**src/core/acs_pkg.sv**
```systemverilog
// Overview of operation
// Results are 12 bits; nine inputs, eight external plus one internal channel.
// Internal channel is single-ended only; others may run differential. The code keeps every channel single-ended while scanning.
// Each result is stored left- or right-aligned per the alignment setting.
// Alignment select 0 means right-aligned, 1 means left-aligned.
// Software reads high then low byte when left-aligned, low then high when right.
// First on-bit write wakes the converter only; the second write starts converting.
// Converter stays powered; each later on-bit write starts exactly one conversion.
// Software should clear the on-bit when idle; clearing returns to low power.
// Continuous select 0 is single, 1 is continuous; conversion begins on on-bit.
// Single non-scan mode converts the selected channel once per start.
// Non-scan unbuffered result goes to data register, sets flag, interrupts if enabled.
// Buffered continuous fills the buffer; when full, flag, interrupt, keep converting.
// Unbuffered continuous: each result to data register, flag, interrupt, auto restart.
// Overwriting an unread buffer entry sets the overrun flag.
// Scan enable 1 selects scanning channels zero up to the channel select value.
// Single scan starts at zero, fills buffer, flags after the last channel.
// Continuous scan restarts from channel zero after the last channel.
// Trigger source 00 is the timer trigger output, 01 the external pin.
// Completion and overrun flags stay set until cleared; enabled flag holds interrupt.
package acs_pkg;
  localparam int          ACS_RES_W      = 12;
  localparam int          ACS_CHAN_W     = 4;
  localparam int          ACS_BUF_DEPTH  = 10;
  localparam int          ACS_IRQ_N      = 2;
  localparam logic [3:0]  ACS_INT_CHAN   = 4'h8;
  localparam logic [3:0]  ACS_BUF_LAST   = 4'h9;
  localparam logic [7:0]  ACS_BUF_END    = 8'h50;
  localparam logic [7:0]  ACS_ADDR_CSTS  = 8'h80;
  localparam logic [7:0]  ACS_ADDR_CTRL1 = 8'h84;
  localparam logic [7:0]  ACS_ADDR_CTRL2 = 8'h88;
  localparam logic [7:0]  ACS_ADDR_CTRL3 = 8'h8C;
  localparam logic [7:0]  ACS_ADDR_DHI   = 8'h90;
  localparam logic [7:0]  ACS_ADDR_DLO   = 8'h94;
  localparam logic [7:0]  ACS_ADDR_MASK  = 8'h98;
  localparam logic [7:0]  ACS_ADDR_STAT  = 8'h9C;
  localparam logic [7:0]  ACS_ADDR_CFG   = 8'hC0;
  localparam int          ACS_CSTS_FLAG  = 7;
  localparam int          ACS_CSTS_IE    = 5;
  localparam int          ACS_CTRL1_ON   = 0;
  localparam int          ACS_CTRL1_CONT = 1;
  localparam int          ACS_CTRL2_SCAN = 1;
  localparam int          ACS_CTRL2_TSEL = 4;
  localparam int          ACS_CTRL2_TEN  = 6;
  localparam int          ACS_CTRL3_OVR  = 6;
  localparam int          ACS_CTRL3_BEN  = 7;
  localparam int          ACS_CFG_DIFF   = 0;
  localparam int          ACS_CFG_ALIGN  = 3;
  localparam int          ACS_IRQ_DONE   = 0;
  localparam int          ACS_IRQ_OVR    = 1;
  localparam logic [1:0]  ACS_TRG_TIMER  = 2'b00;
  localparam logic [1:0]  ACS_TRG_PIN    = 2'b01;
  localparam logic [7:0]  ACS_RST_BYTE   = 8'h00;
  localparam logic [15:0] ACS_RST_WORD   = 16'h0000;

  typedef enum logic [1:0] {
    ACS_OFF   = 2'b00,
    ACS_IDLE  = 2'b01,
    ACS_START = 2'b10,
    ACS_WAIT  = 2'b11
  } acs_state_type;

  typedef struct packed {
    logic                  power_on;
    logic                  start;
    logic                  differential;
    logic [ACS_CHAN_W-1:0] channel;
  } acs_conv_req_type;

  typedef struct packed {
    logic                 done;
    logic [ACS_RES_W-1:0] result;
  } acs_conv_rsp_type;
endpackage : acs_pkg

```
**src/core/acs_top.sv**
```systemverilog
`timescale 1ns/1ns
module acs_top
  import acs_pkg::*;
(
  input  wire logic             clk,
  input  wire logic             nrst,
  input  wire logic [7:0]       addr,
  input  wire logic [7:0]       wdata,
  input  wire logic             wr_en,
  input  wire logic             rd_en,
  output logic      [7:0]       rdata,
  input  wire logic             timer_trigger_output,
  input  wire logic             external_trigger_pin,
  input  wire acs_conv_rsp_type conv_rsp,
  output acs_conv_req_type      conv_req,
  output logic                  irq
);
  acs_state_type               state_q;
  acs_state_type               state_d;
  logic [ACS_CHAN_W-1:0]       chan_q;
  logic [ACS_CHAN_W-1:0]       chan_d;
  logic [ACS_CHAN_W-1:0]       idx_q;
  logic [ACS_CHAN_W-1:0]       idx_d;
  logic [ACS_CHAN_W-1:0]       channel_select_q;
  logic [ACS_CHAN_W-1:0]       channel_select_lim;
  logic                        on_bit_q;
  logic                        cont_q;
  logic                        scan_q;
  logic                        bufen_q;
  logic                        align_q;
  logic                        diff_q;
  logic                        trg_en_q;
  logic [1:0]                  trg_sel_q;
  logic                        trg_prev_q;
  logic                        pin_sync;
  logic                        trg_src;
  logic                        trg_evt;
  logic [15:0]                 data_q;
  logic [15:0]                 buf_q [ACS_BUF_DEPTH];
  logic [ACS_BUF_DEPTH-1:0]    unread_q;
  logic [15:0]                 aligned;
  acs_conv_req_type            req_d;
  logic [7:0]                  rdata_d;
  logic [ACS_IRQ_N-1:0]        irq_status;
  logic [ACS_IRQ_N-1:0]        irq_mask;
  logic [ACS_IRQ_N-1:0]        irq_set;

  // Address decode
  wire wr_csts  = wr_en && (addr == ACS_ADDR_CSTS);
  wire wr_ctrl1 = wr_en && (addr == ACS_ADDR_CTRL1);
  wire wr_ctrl2 = wr_en && (addr == ACS_ADDR_CTRL2);
  wire wr_ctrl3 = wr_en && (addr == ACS_ADDR_CTRL3);
  wire wr_mask  = wr_en && (addr == ACS_ADDR_MASK);
  wire wr_stat  = wr_en && (addr == ACS_ADDR_STAT);
  wire wr_cfg   = wr_en && (addr == ACS_ADDR_CFG);
  wire buf_hit  = (addr < ACS_BUF_END);
  wire [ACS_CHAN_W-1:0] rd_entry = addr[6:3];
  wire rd_low   = addr[2];
  wire [15:0] rd_word = buf_hit ? buf_q[rd_entry] : ACS_RST_WORD;
  // The byte read second in the documented order marks the entry consumed
  wire rd_consume = rd_en && buf_hit && (rd_low == align_q);

  // Software on-bit events
  wire on_set = wr_ctrl1 && wdata[ACS_CTRL1_ON];
  wire on_clr = wr_ctrl1 && !wdata[ACS_CTRL1_ON];

  // Channel select beyond the internal channel is clamped to it
  assign channel_select_lim = (channel_select_q > ACS_INT_CHAN) ? ACS_INT_CHAN
                                                                : channel_select_q;

  // Trigger source selection, pin passes a synchroniser first
  acs_sync u_pin_sync (
    .clk      (clk),
    .nrst     (nrst),
    .async_in (external_trigger_pin),
    .sync_out (pin_sync)
  );

  assign trg_src = (trg_sel_q == ACS_TRG_TIMER) ? timer_trigger_output :
                   (trg_sel_q == ACS_TRG_PIN)   ? pin_sync : 1'b0;
  assign trg_evt = trg_en_q && trg_src && !trg_prev_q;

  wire go = on_set || trg_evt;

  // Completion classification
  wire done_evt  = (state_q == ACS_WAIT) && conv_rsp.done;
  wire buffered  = scan_q || (cont_q && bufen_q);
  wire [ACS_CHAN_W-1:0] buf_sel = scan_q ? chan_q : idx_q;
  wire scan_last = (chan_q == channel_select_lim);
  wire buf_full  = (idx_q == ACS_BUF_LAST);
  wire last      = scan_q ? scan_last : buf_full;
  wire to_data   = done_evt && !buffered;
  wire buf_wr    = done_evt && buffered;
  wire cmpl_evt  = done_evt && (!buffered || last);
  wire ovr_evt   = buf_wr && unread_q[buf_sel];

  // Result alignment into a 16-bit word
  assign aligned = align_q ? {conv_rsp.result, 4'h0}
                           : {4'h0, conv_rsp.result};

  // Sequencer next state
  always_comb begin
    state_d = state_q;
    chan_d  = chan_q;
    idx_d   = idx_q;
    case (state_q)
      ACS_OFF: begin
        if (on_set) begin
          state_d = ACS_IDLE;
        end
      end
      ACS_IDLE: begin
        if (go) begin
          state_d = ACS_START;
          chan_d  = scan_q ? '0 : channel_select_lim;
          idx_d   = '0;
        end
      end
      ACS_START: begin
        state_d = ACS_WAIT;
      end
      ACS_WAIT: begin
        if (conv_rsp.done) begin
          if (scan_q && !scan_last) begin
            state_d = ACS_START;
            chan_d  = chan_q + 4'h1;
          end else if (cont_q) begin
            state_d = ACS_START;
            chan_d  = scan_q ? '0 : channel_select_lim;
          end else begin
            state_d = ACS_IDLE;
          end
          if (!scan_q && cont_q && bufen_q) begin
            idx_d = buf_full ? '0 : idx_q + 4'h1;
          end
        end
      end
      default: begin
        state_d = ACS_OFF;
      end
    endcase
    if (on_clr) begin
      state_d = ACS_OFF;
    end
  end

  // Converter request, registered so every output comes from a flop
  always_comb begin
    req_d.power_on     = (state_d != ACS_OFF);
    req_d.start        = (state_d == ACS_START);
    req_d.channel      = chan_d;
    // Differential never on the internal channel nor while scanning
    req_d.differential = diff_q && !scan_q && (chan_d != ACS_INT_CHAN);
  end

  always_ff @(posedge clk or negedge nrst) begin
    if (!nrst) begin
      state_q    <= ACS_OFF;
      chan_q     <= '0;
      idx_q      <= '0;
      trg_prev_q <= 1'b0;
      conv_req   <= '0;
    end else begin
      state_q    <= state_d;
      chan_q     <= chan_d;
      idx_q      <= idx_d;
      trg_prev_q <= trg_src;
      conv_req   <= req_d;
    end
  end

  // Software-written configuration
  always_ff @(posedge clk or negedge nrst) begin
    if (!nrst) begin
      channel_select_q <= '0;
      on_bit_q  <= 1'b0;
      cont_q    <= 1'b0;
      scan_q    <= 1'b0;
      trg_en_q  <= 1'b0;
      trg_sel_q <= ACS_TRG_TIMER;
      bufen_q   <= 1'b0;
      align_q   <= 1'b0;
      diff_q    <= 1'b0;
    end else begin
      if (wr_csts) begin
        channel_select_q <= wdata[ACS_CHAN_W-1:0];
      end
      if (wr_ctrl1) begin
        on_bit_q <= wdata[ACS_CTRL1_ON];
        cont_q   <= wdata[ACS_CTRL1_CONT];
      end
      if (wr_ctrl2) begin
        scan_q    <= wdata[ACS_CTRL2_SCAN];
        trg_en_q  <= wdata[ACS_CTRL2_TEN];
        trg_sel_q <= wdata[ACS_CTRL2_TSEL +: 2];
      end
      if (wr_ctrl3) begin
        bufen_q <= wdata[ACS_CTRL3_BEN];
      end
      if (wr_cfg) begin
        align_q <= wdata[ACS_CFG_ALIGN];
        diff_q  <= wdata[ACS_CFG_DIFF];
      end
    end
  end

  // Result data register
  always_ff @(posedge clk or negedge nrst) begin
    if (!nrst) begin
      data_q <= ACS_RST_WORD;
    end else if (to_data) begin
      data_q <= aligned;
    end
  end

  // Result buffer entries with their unread marks
  genvar gi;
  generate
    for (gi = 0; gi < ACS_BUF_DEPTH; gi++) begin : g_buf
      wire hit_wr = buf_wr && (buf_sel == ACS_CHAN_W'(gi));
      wire hit_rd = rd_consume && (rd_entry == ACS_CHAN_W'(gi));
      always_ff @(posedge clk or negedge nrst) begin
        if (!nrst) begin
          buf_q[gi]    <= ACS_RST_WORD;
          unread_q[gi] <= 1'b0;
        end else begin
          if (hit_wr) begin
            buf_q[gi] <= aligned;
          end
          // New data beats a same-cycle read so the mark is not lost
          unread_q[gi] <= hit_wr || (unread_q[gi] && !hit_rd);
        end
      end
    end
  endgenerate

  // Sticky flags, mask and interrupt line
  assign irq_set[ACS_IRQ_DONE] = cmpl_evt;
  assign irq_set[ACS_IRQ_OVR]  = ovr_evt;

  acs_irq u_irq (
    .clk       (clk),
    .nrst      (nrst),
    .set_evt   (irq_set),
    .clr_wr    (wr_stat),
    .clr_data  (wdata[ACS_IRQ_N-1:0]),
    .mask_wr   (wr_mask),
    .mask_data (wdata[ACS_IRQ_N-1:0]),
    .status_q  (irq_status),
    .mask_q    (irq_mask),
    .irq_q     (irq)
  );

  // Read mux, answered the cycle after the strobe
  always_comb begin
    rdata_d = ACS_RST_BYTE;
    if (buf_hit) begin
      rdata_d = rd_low ? rd_word[7:0] : rd_word[15:8];
    end else begin
      case (addr)
        ACS_ADDR_CSTS: begin
          rdata_d                = {4'h0, channel_select_q};
          rdata_d[ACS_CSTS_IE]   = irq_mask[ACS_IRQ_DONE];
          rdata_d[ACS_CSTS_FLAG] = irq_status[ACS_IRQ_DONE];
        end
        ACS_ADDR_CTRL1: begin
          rdata_d[ACS_CTRL1_ON]   = on_bit_q;
          rdata_d[ACS_CTRL1_CONT] = cont_q;
        end
        ACS_ADDR_CTRL2: begin
          rdata_d[ACS_CTRL2_SCAN]      = scan_q;
          rdata_d[ACS_CTRL2_TEN]       = trg_en_q;
          rdata_d[ACS_CTRL2_TSEL +: 2] = trg_sel_q;
        end
        ACS_ADDR_CTRL3: begin
          rdata_d[ACS_CTRL3_BEN] = bufen_q;
          rdata_d[ACS_CTRL3_OVR] = irq_status[ACS_IRQ_OVR];
        end
        ACS_ADDR_DHI: begin
          rdata_d = data_q[15:8];
        end
        ACS_ADDR_DLO: begin
          rdata_d = data_q[7:0];
        end
        ACS_ADDR_MASK: begin
          rdata_d = {6'h00, irq_mask};
        end
        ACS_ADDR_STAT: begin
          rdata_d = {6'h00, irq_status};
        end
        ACS_ADDR_CFG: begin
          rdata_d[ACS_CFG_ALIGN] = align_q;
          rdata_d[ACS_CFG_DIFF]  = diff_q;
        end
        default: begin
          rdata_d = ACS_RST_BYTE;
        end
      endcase
    end
  end

  // Read data holds only in the cycle after the read strobe
  always_ff @(posedge clk or negedge nrst) begin
    if (!nrst) begin
      rdata <= ACS_RST_BYTE;
    end else begin
      rdata <= rd_en ? rdata_d : ACS_RST_BYTE;
    end
  end
endmodule : acs_top

```
**src/core/acs_sync.sv**
```systemverilog
`timescale 1ns/1ns
module acs_sync
  import acs_pkg::*;
(
  input  wire logic clk,
  input  wire logic nrst,
  input  wire logic async_in,
  output logic      sync_out
);
  logic meta_q;

  always_ff @(posedge clk or negedge nrst) begin
    if (!nrst) begin
      meta_q   <= 1'b0;
      sync_out <= 1'b0;
    end else begin
      meta_q   <= async_in;
      sync_out <= meta_q;
    end
  end
endmodule : acs_sync

```
**src/core/acs_irq.sv**
```systemverilog
`timescale 1ns/1ns
module acs_irq
  import acs_pkg::*;
(
  input  wire logic                 clk,
  input  wire logic                 nrst,
  input  wire logic [ACS_IRQ_N-1:0] set_evt,
  input  wire logic                 clr_wr,
  input  wire logic [ACS_IRQ_N-1:0] clr_data,
  input  wire logic                 mask_wr,
  input  wire logic [ACS_IRQ_N-1:0] mask_data,
  output logic      [ACS_IRQ_N-1:0] status_q,
  output logic      [ACS_IRQ_N-1:0] mask_q,
  output logic                      irq_q
);
  logic [ACS_IRQ_N-1:0] clr_bits;
  logic [ACS_IRQ_N-1:0] status_d;

  assign clr_bits = clr_wr ? clr_data : '0;
  // Set beats a same-cycle clear so no event is lost
  assign status_d = (status_q & ~clr_bits) | set_evt;

  always_ff @(posedge clk or negedge nrst) begin
    if (!nrst) begin
      status_q <= '0;
      mask_q   <= '0;
      irq_q    <= 1'b0;
    end else begin
      status_q <= status_d;
      if (mask_wr) begin
        mask_q <= mask_data;
      end
      irq_q <= |(status_d & (mask_wr ? mask_data : mask_q));
    end
  end
endmodule : acs_irq

```
**config.mk**
```make
export PLATFORM = sky130hd
export DESIGN_NAME = acs_top
export DESIGN_NICKNAME = d
export VERILOG_FILES = /design/src/core/acs_pkg.sv /design/src/core/acs_top.sv /design/src/core/acs_sync.sv /design/src/core/acs_irq.sv
export SDC_FILE = /design/constraint.sdc
export NUM_CORES = 1
export LEC_CHECK = 0
export BUFFER_PORTS_ARGS = -buffer_cell sky130_fd_sc_hd__buf_4
export CAP_MARGIN = 20
export CORE_MARGIN = 2
export CORE_UTILIZATION = 35
export CTS_BUF_LIST = sky130_fd_sc_hd__clkbuf_8
export DETAILED_ROUTE_END_ITERATION = 6
export GPL_TIMING_DRIVEN = 0
export RECOVER_POWER = 25
export SYNTH_ARGS = -nofsm -noshare
export SYNTH_HDL_FRONTEND = slang
export SYNTH_SLANG_ARGS = --single-unit
```
**constraint.sdc**
```tcl
create_clock -name clk -period 2.5 [get_ports clk]
set_input_delay 0.375 -clock clk [delete_from_list [all_inputs] [get_ports clk]]
set_output_delay 0.375 -clock clk [all_outputs]
set_load 0.02 [all_outputs]
```
; ---- Word-level counts from Yosys, hierarchy flattened
; Index checks and enable logic that the tools add are counted.
[op_classes]
n_addsub = 2
n_eq_ne = 39
n_bitwise = 5
order_cmp = 4
reduce_logical = 90
n_mux = 41
[ops]
columns = op, n
row1 = "equality test 8 bit, second input constant", 9
row2 = binary-select mux 16 bit (select 4 bit), 1
row3 = logical AND 1 bit, 54
row4 = 2-to-1 mux 16 bit, 3
row5 = 2-to-1 mux 4 bit, 11
row6 = "equality test 4 x 3 -> 1 bit, second input constant", 8
row7 = 2-to-1 mux 8 bit, 3
row8 = "equality test 4 bit, second input constant", 5
row9 = "equality test 4 x 2 -> 1 bit, second input constant", 4
row10 = 2-to-1 mux 2 bit, 8
row11 = one-hot mux 2 bit (4 select lines), 2
row12 = one-hot mux 4 bit (2 select lines), 2
row13 = logical NOT 1 bit, 15
row14 = one-hot mux 1 bit (7 select lines), 2
row15 = logical OR 1 bit, 13
row16 = one-hot mux 1 bit (4 select lines), 3
row17 = "adder 4 x 1 -> 4 bit, second input constant", 2
row18 = "equality test 4 x 1 -> 1 bit, second input constant", 2
row19 = logical NOT 4 bit, 2
row20 = "less-than comparator 8 x 7 -> 1 bit, second input constant", 1
row21 = "equality test 2 bit, second input constant", 3
row22 = "greater-or-equal comparator 5 bit, second input constant", 1
row23 = "less-than comparator 4 x 5 -> 1 bit, second input constant", 1
row24 = inverter 4 -> 5 bit, 1
row25 = other kinds (17), 25
[totals]
wordCells = 224
reg_bits = 228

; ---- Longest topological paths before layout
[depth]
ltp_word = 10
ltp_mapped = 9

; ---- Hierarchy
; From an unflattened synthesis, not the netlist that was laid out.
[hier_totals]
hier_cells = 1017
area_unflattened_um2 = 10457.5
[by_module_without_submodules]
columns = mod, instances, cells_each, area_each_um2
row1 = acs_top, 1, 1003, 10221.1
row2 = acs_irq, 1, 12, 186.4
row3 = acs_sync, 1, 2, 50.0

; ---- Worst setup path after synthesis
; OpenSTA, ideal clock, no wires.
[synth_path]
kind = in2reg
startpoint = input port addr[6]
endpoint = register conv_req[4] (netlist name)
cell_stages = 8
arrival_ns = 2.326
setup_slack_ns = 0.075
path_cell_list = or4b_1 -> buf_2 -> or4_1 -> buf_2 -> a21oi_4 -> mux2i_1 -> a221oi_2 -> a311oi_1
[synth_lines]
columns = element, line_no
row1 = "start, declared", acs_top.sv:7  ; input wire logic [7:0] addr,
row2 = "end signal, assigned", acs_top.sv:168  ; conv_req <= req_d;
row3 = "end, declared", acs_top.sv:15  ; output acs_conv_req_type conv_req,

==> metrics.txt <==
vias 8,789; Sw Ratio 28.4%; Reg area 5710 sq um; post-layout min period 2440 ps; Port Buf Inserts 49; cell count after synthesis 1,058; post-synthesis cell type count 62; Yosys reg bits 228; Mapped Area 10,700 sq um; clk root buf clkbuf_8; top cells by area, synth dfrtp_1, o21ai_0, nand2_1; Hold EP trg_sel_q[1]; share of cells above drive strength 1 17.5%; met2 wire length 15.4 mm; post-DP HPWL 22.7 mm; Tcrit/Tclk final 97.5%; post-place setup slack -674 ps; Fill cells 2,918; initial antenna violation count 0; CTS tree built; asr flop ratio synth 100%; number of placed I/O pins 51; startpoint types flip-flop; kind of end point of the critical path flip-flop; clock buffers created by TritonCTS 40; VDD IR max 0.373 mV; skew final 42.1 ps; Int Pwr 6.35 mW; combinational power share 13.5%; Met1 Routed Length 13.9 mm; Seq pwr share 45.7%; Critical Path AT 2880 ps; Worst Hold Class in2reg; worst hold margin 64.1 ps; DR top layer met4; hold_sp wdata[5]; CTS Sinks 228; Clock Path Buffers 3; FP Rows 63; Pre-Repair DR Iteration Count 5; Max H-tree Level 2; Crit Path Category reg2reg; Slew Viols, Final 0; Die Span Y 179 um; most frequent cells after synthesis nand2_1, dfrtp_1, o21ai_0; core area 29,800 sq um; Slew @ Worst Pin 1480 ps; DRT Wirelength 33.1 mm; count of non-filler cells in the finished layout 1,570; Horiz. Die Dim 179 um; maxcap violations 0; most numerous cell in the Yosys netlist nand2_1; Yosys top cell area share 53.5%; placed cell count 1,499; Initial Util 35.8%; GPL Wtd Cong 0.884; Clock transition at path regs 60 ps; reg2reg start trg_sel_q[0]; largest net degree at the start of global routing 106; final hold vios 0; area of the multi-input gates 4580 sq um; Seq/Total Area, Yosys 53.5%; DIE AREA 31,900 sq um; grt ovf 0; Achievable Freq 410 MHz; vias in the first global route 8,856; Switch Pwr 2.52 mW; Final Power 8.87 mW; cell count of the worst reg-to-reg path 6; CP Max Fanout 8; reg-to-reg endpoint conv_req[4]; Met3 Wirelength 2.11 mm; Leak Pwr 5.56 nW; via density per instance 5.60; Rel. slew slack 1.40%; Ys Warns 0; Synth Flop Type dfrtp_1; initial DRC count 812; CP required 2940 ps; PwrDens 711 nW/um^2; Worst Hold Depth 2; gr usage total 21.4%; status complete, no violations; worst-skew pair later-pin latency 570 ps; area leader, netlist dfrtp_1; Final setup viols 0; ANT nets after route 0; Syn-to-layout area delta 16.9%; Synthesized Nets 1,096; R2R Setup Slk 60 ps; final net count 1,188; n_diodes 0; RSZ-0062 raised after global routing true; first-pass GRT wire length 51.1 mm; WL/cell 21.1 um; Post-synth EDFFs 0; Clk pwr share 40.8%; DRC viols 0; Synth Area per Inst 10.1 sq um; worst setup margin 62.0 ps
## routing by layer
metal / up-vias / track usage (%)
li1: 3921 / -
met1: 4414 / 27.9
met2: 347 / 34.1
met3: 107 / 3.73
met4: 0 / 11.1
met5: - / 0
## metrics by stage
step	util (%)	TNS [ps]	instance area, sq um
final	41.9	0	12500
after global routing	41.9	-52.9	12500
after CTS	41.9	0	12500
after detailed placement	38.9	-14660	11600
after global placement	38.7	-188560	11500
after floorplan	-	0	10700
## state kept, by name (all words and copies together), names as in the netlist, 3 cells and up
name              cells
data_q               16
rdata                 8
idx_q                 4
conv_req              3
unread_q             10
channel_select_q      4
buf_q               160
chan_q                4
## cell usage in the layout (no fill, tap or decap), drive strengths merged, types with 6 or more instances in the layout
cell / netlist / routed
a21oi: 19 / 19
a221oi: 8 / 8
nand2: 234 / 234
clkbuf: 76 / 125
a31oi: 9 / 9
mux2: 12 / 12
dfrtp: 228 / 228
nand2b: 9 / 9
o31ai: 8 / 8
o21ai: 200 / 200
inv: 16 / 30
mux4: 33 / 33
nand3: 13 / 13
buf: 13 / 65
mux2i: 53 / 53
nor2: 28 / 28
a22oi: 6 / 6
nor2b: 6 / 6
o22ai: 15 / 15
nor3: 8 / 8
## how the worst max path moves through the flow
| stage | start | endpoint | slack [ps] |
|---|---|---|---|
| floorplan | addr[6] | conv_req[4] | 70 |
| global placement | nrst | buf_q[5] | -800 |
| detailed placement | addr[4] | rdata[3] | -670 |
| CTS | scan_q | buf_q[14] | 5 |
| global route | state_q[0] | buf_q[90] | -20 |
| finish | trg_sel_q[0] | conv_req[4] | 60 |
## power groups by stage
stage | Clock (mW) | Sequential [mW] | Combinational [mW]
floorplan | 0 | 4.11 | 0.702
global placement | 0 | 4.09 | 1.18
detailed placement | 0 | 4.09 | 1.20
CTS | 3.68 | 4.03 | 1.21
global route | 3.85 | 4.08 | 1.32
finish | 3.62 | 4.05 | 1.20
## critical path: stages, from the launching register on
cell	delay, ps
dfrtp_1	470
mux2i_1	190
or4b_2	780
a21oi_4	230
mux2i_2	280
a221oi_2	120
a311oi_1	280
## area by class of cell
type                            instances  share of cell area [%]
Multi-Input combinational cell        725                    36.7
Tap cell                              390                    3.91
Timing Repair Buffer                   54                    3.41
Clock buffer                           53                    5.85
Inverter                               16                   0.481
Buffer                                 85                    2.93
Clock inverter                         19                   0.943
Sequential cell                       228                    45.7
## cell families (layout without fill, tap and decap cells)
| logic type | Yosys count | count (layout) | synth area share [%] |
|---|---|---|---|
| adders and majority gates | 3 | 3 | 0.352 |
| muxes | 98 | 98 | 13.2 |
| xor gates and xnor gates | 5 | 5 | 0.410 |
| AOI/OAI and AO/OA | 291 | 291 | 15.6 |
| DFF | 228 | 228 | 53.5 |
| and+or+nand+nor | 328 | 328 | 13.2 |
| buffers and inverters | 105 | 227 | 3.76 |
## timing repair
action	in CTS	in global routing
setup buffers	0	0
resized for setup	21	30
hold buffers	2	0
hold endpoints to repair	33	0
endpoints found under the setup margin	143	174
Note: power is estimated with default switching activity, not from simulation.
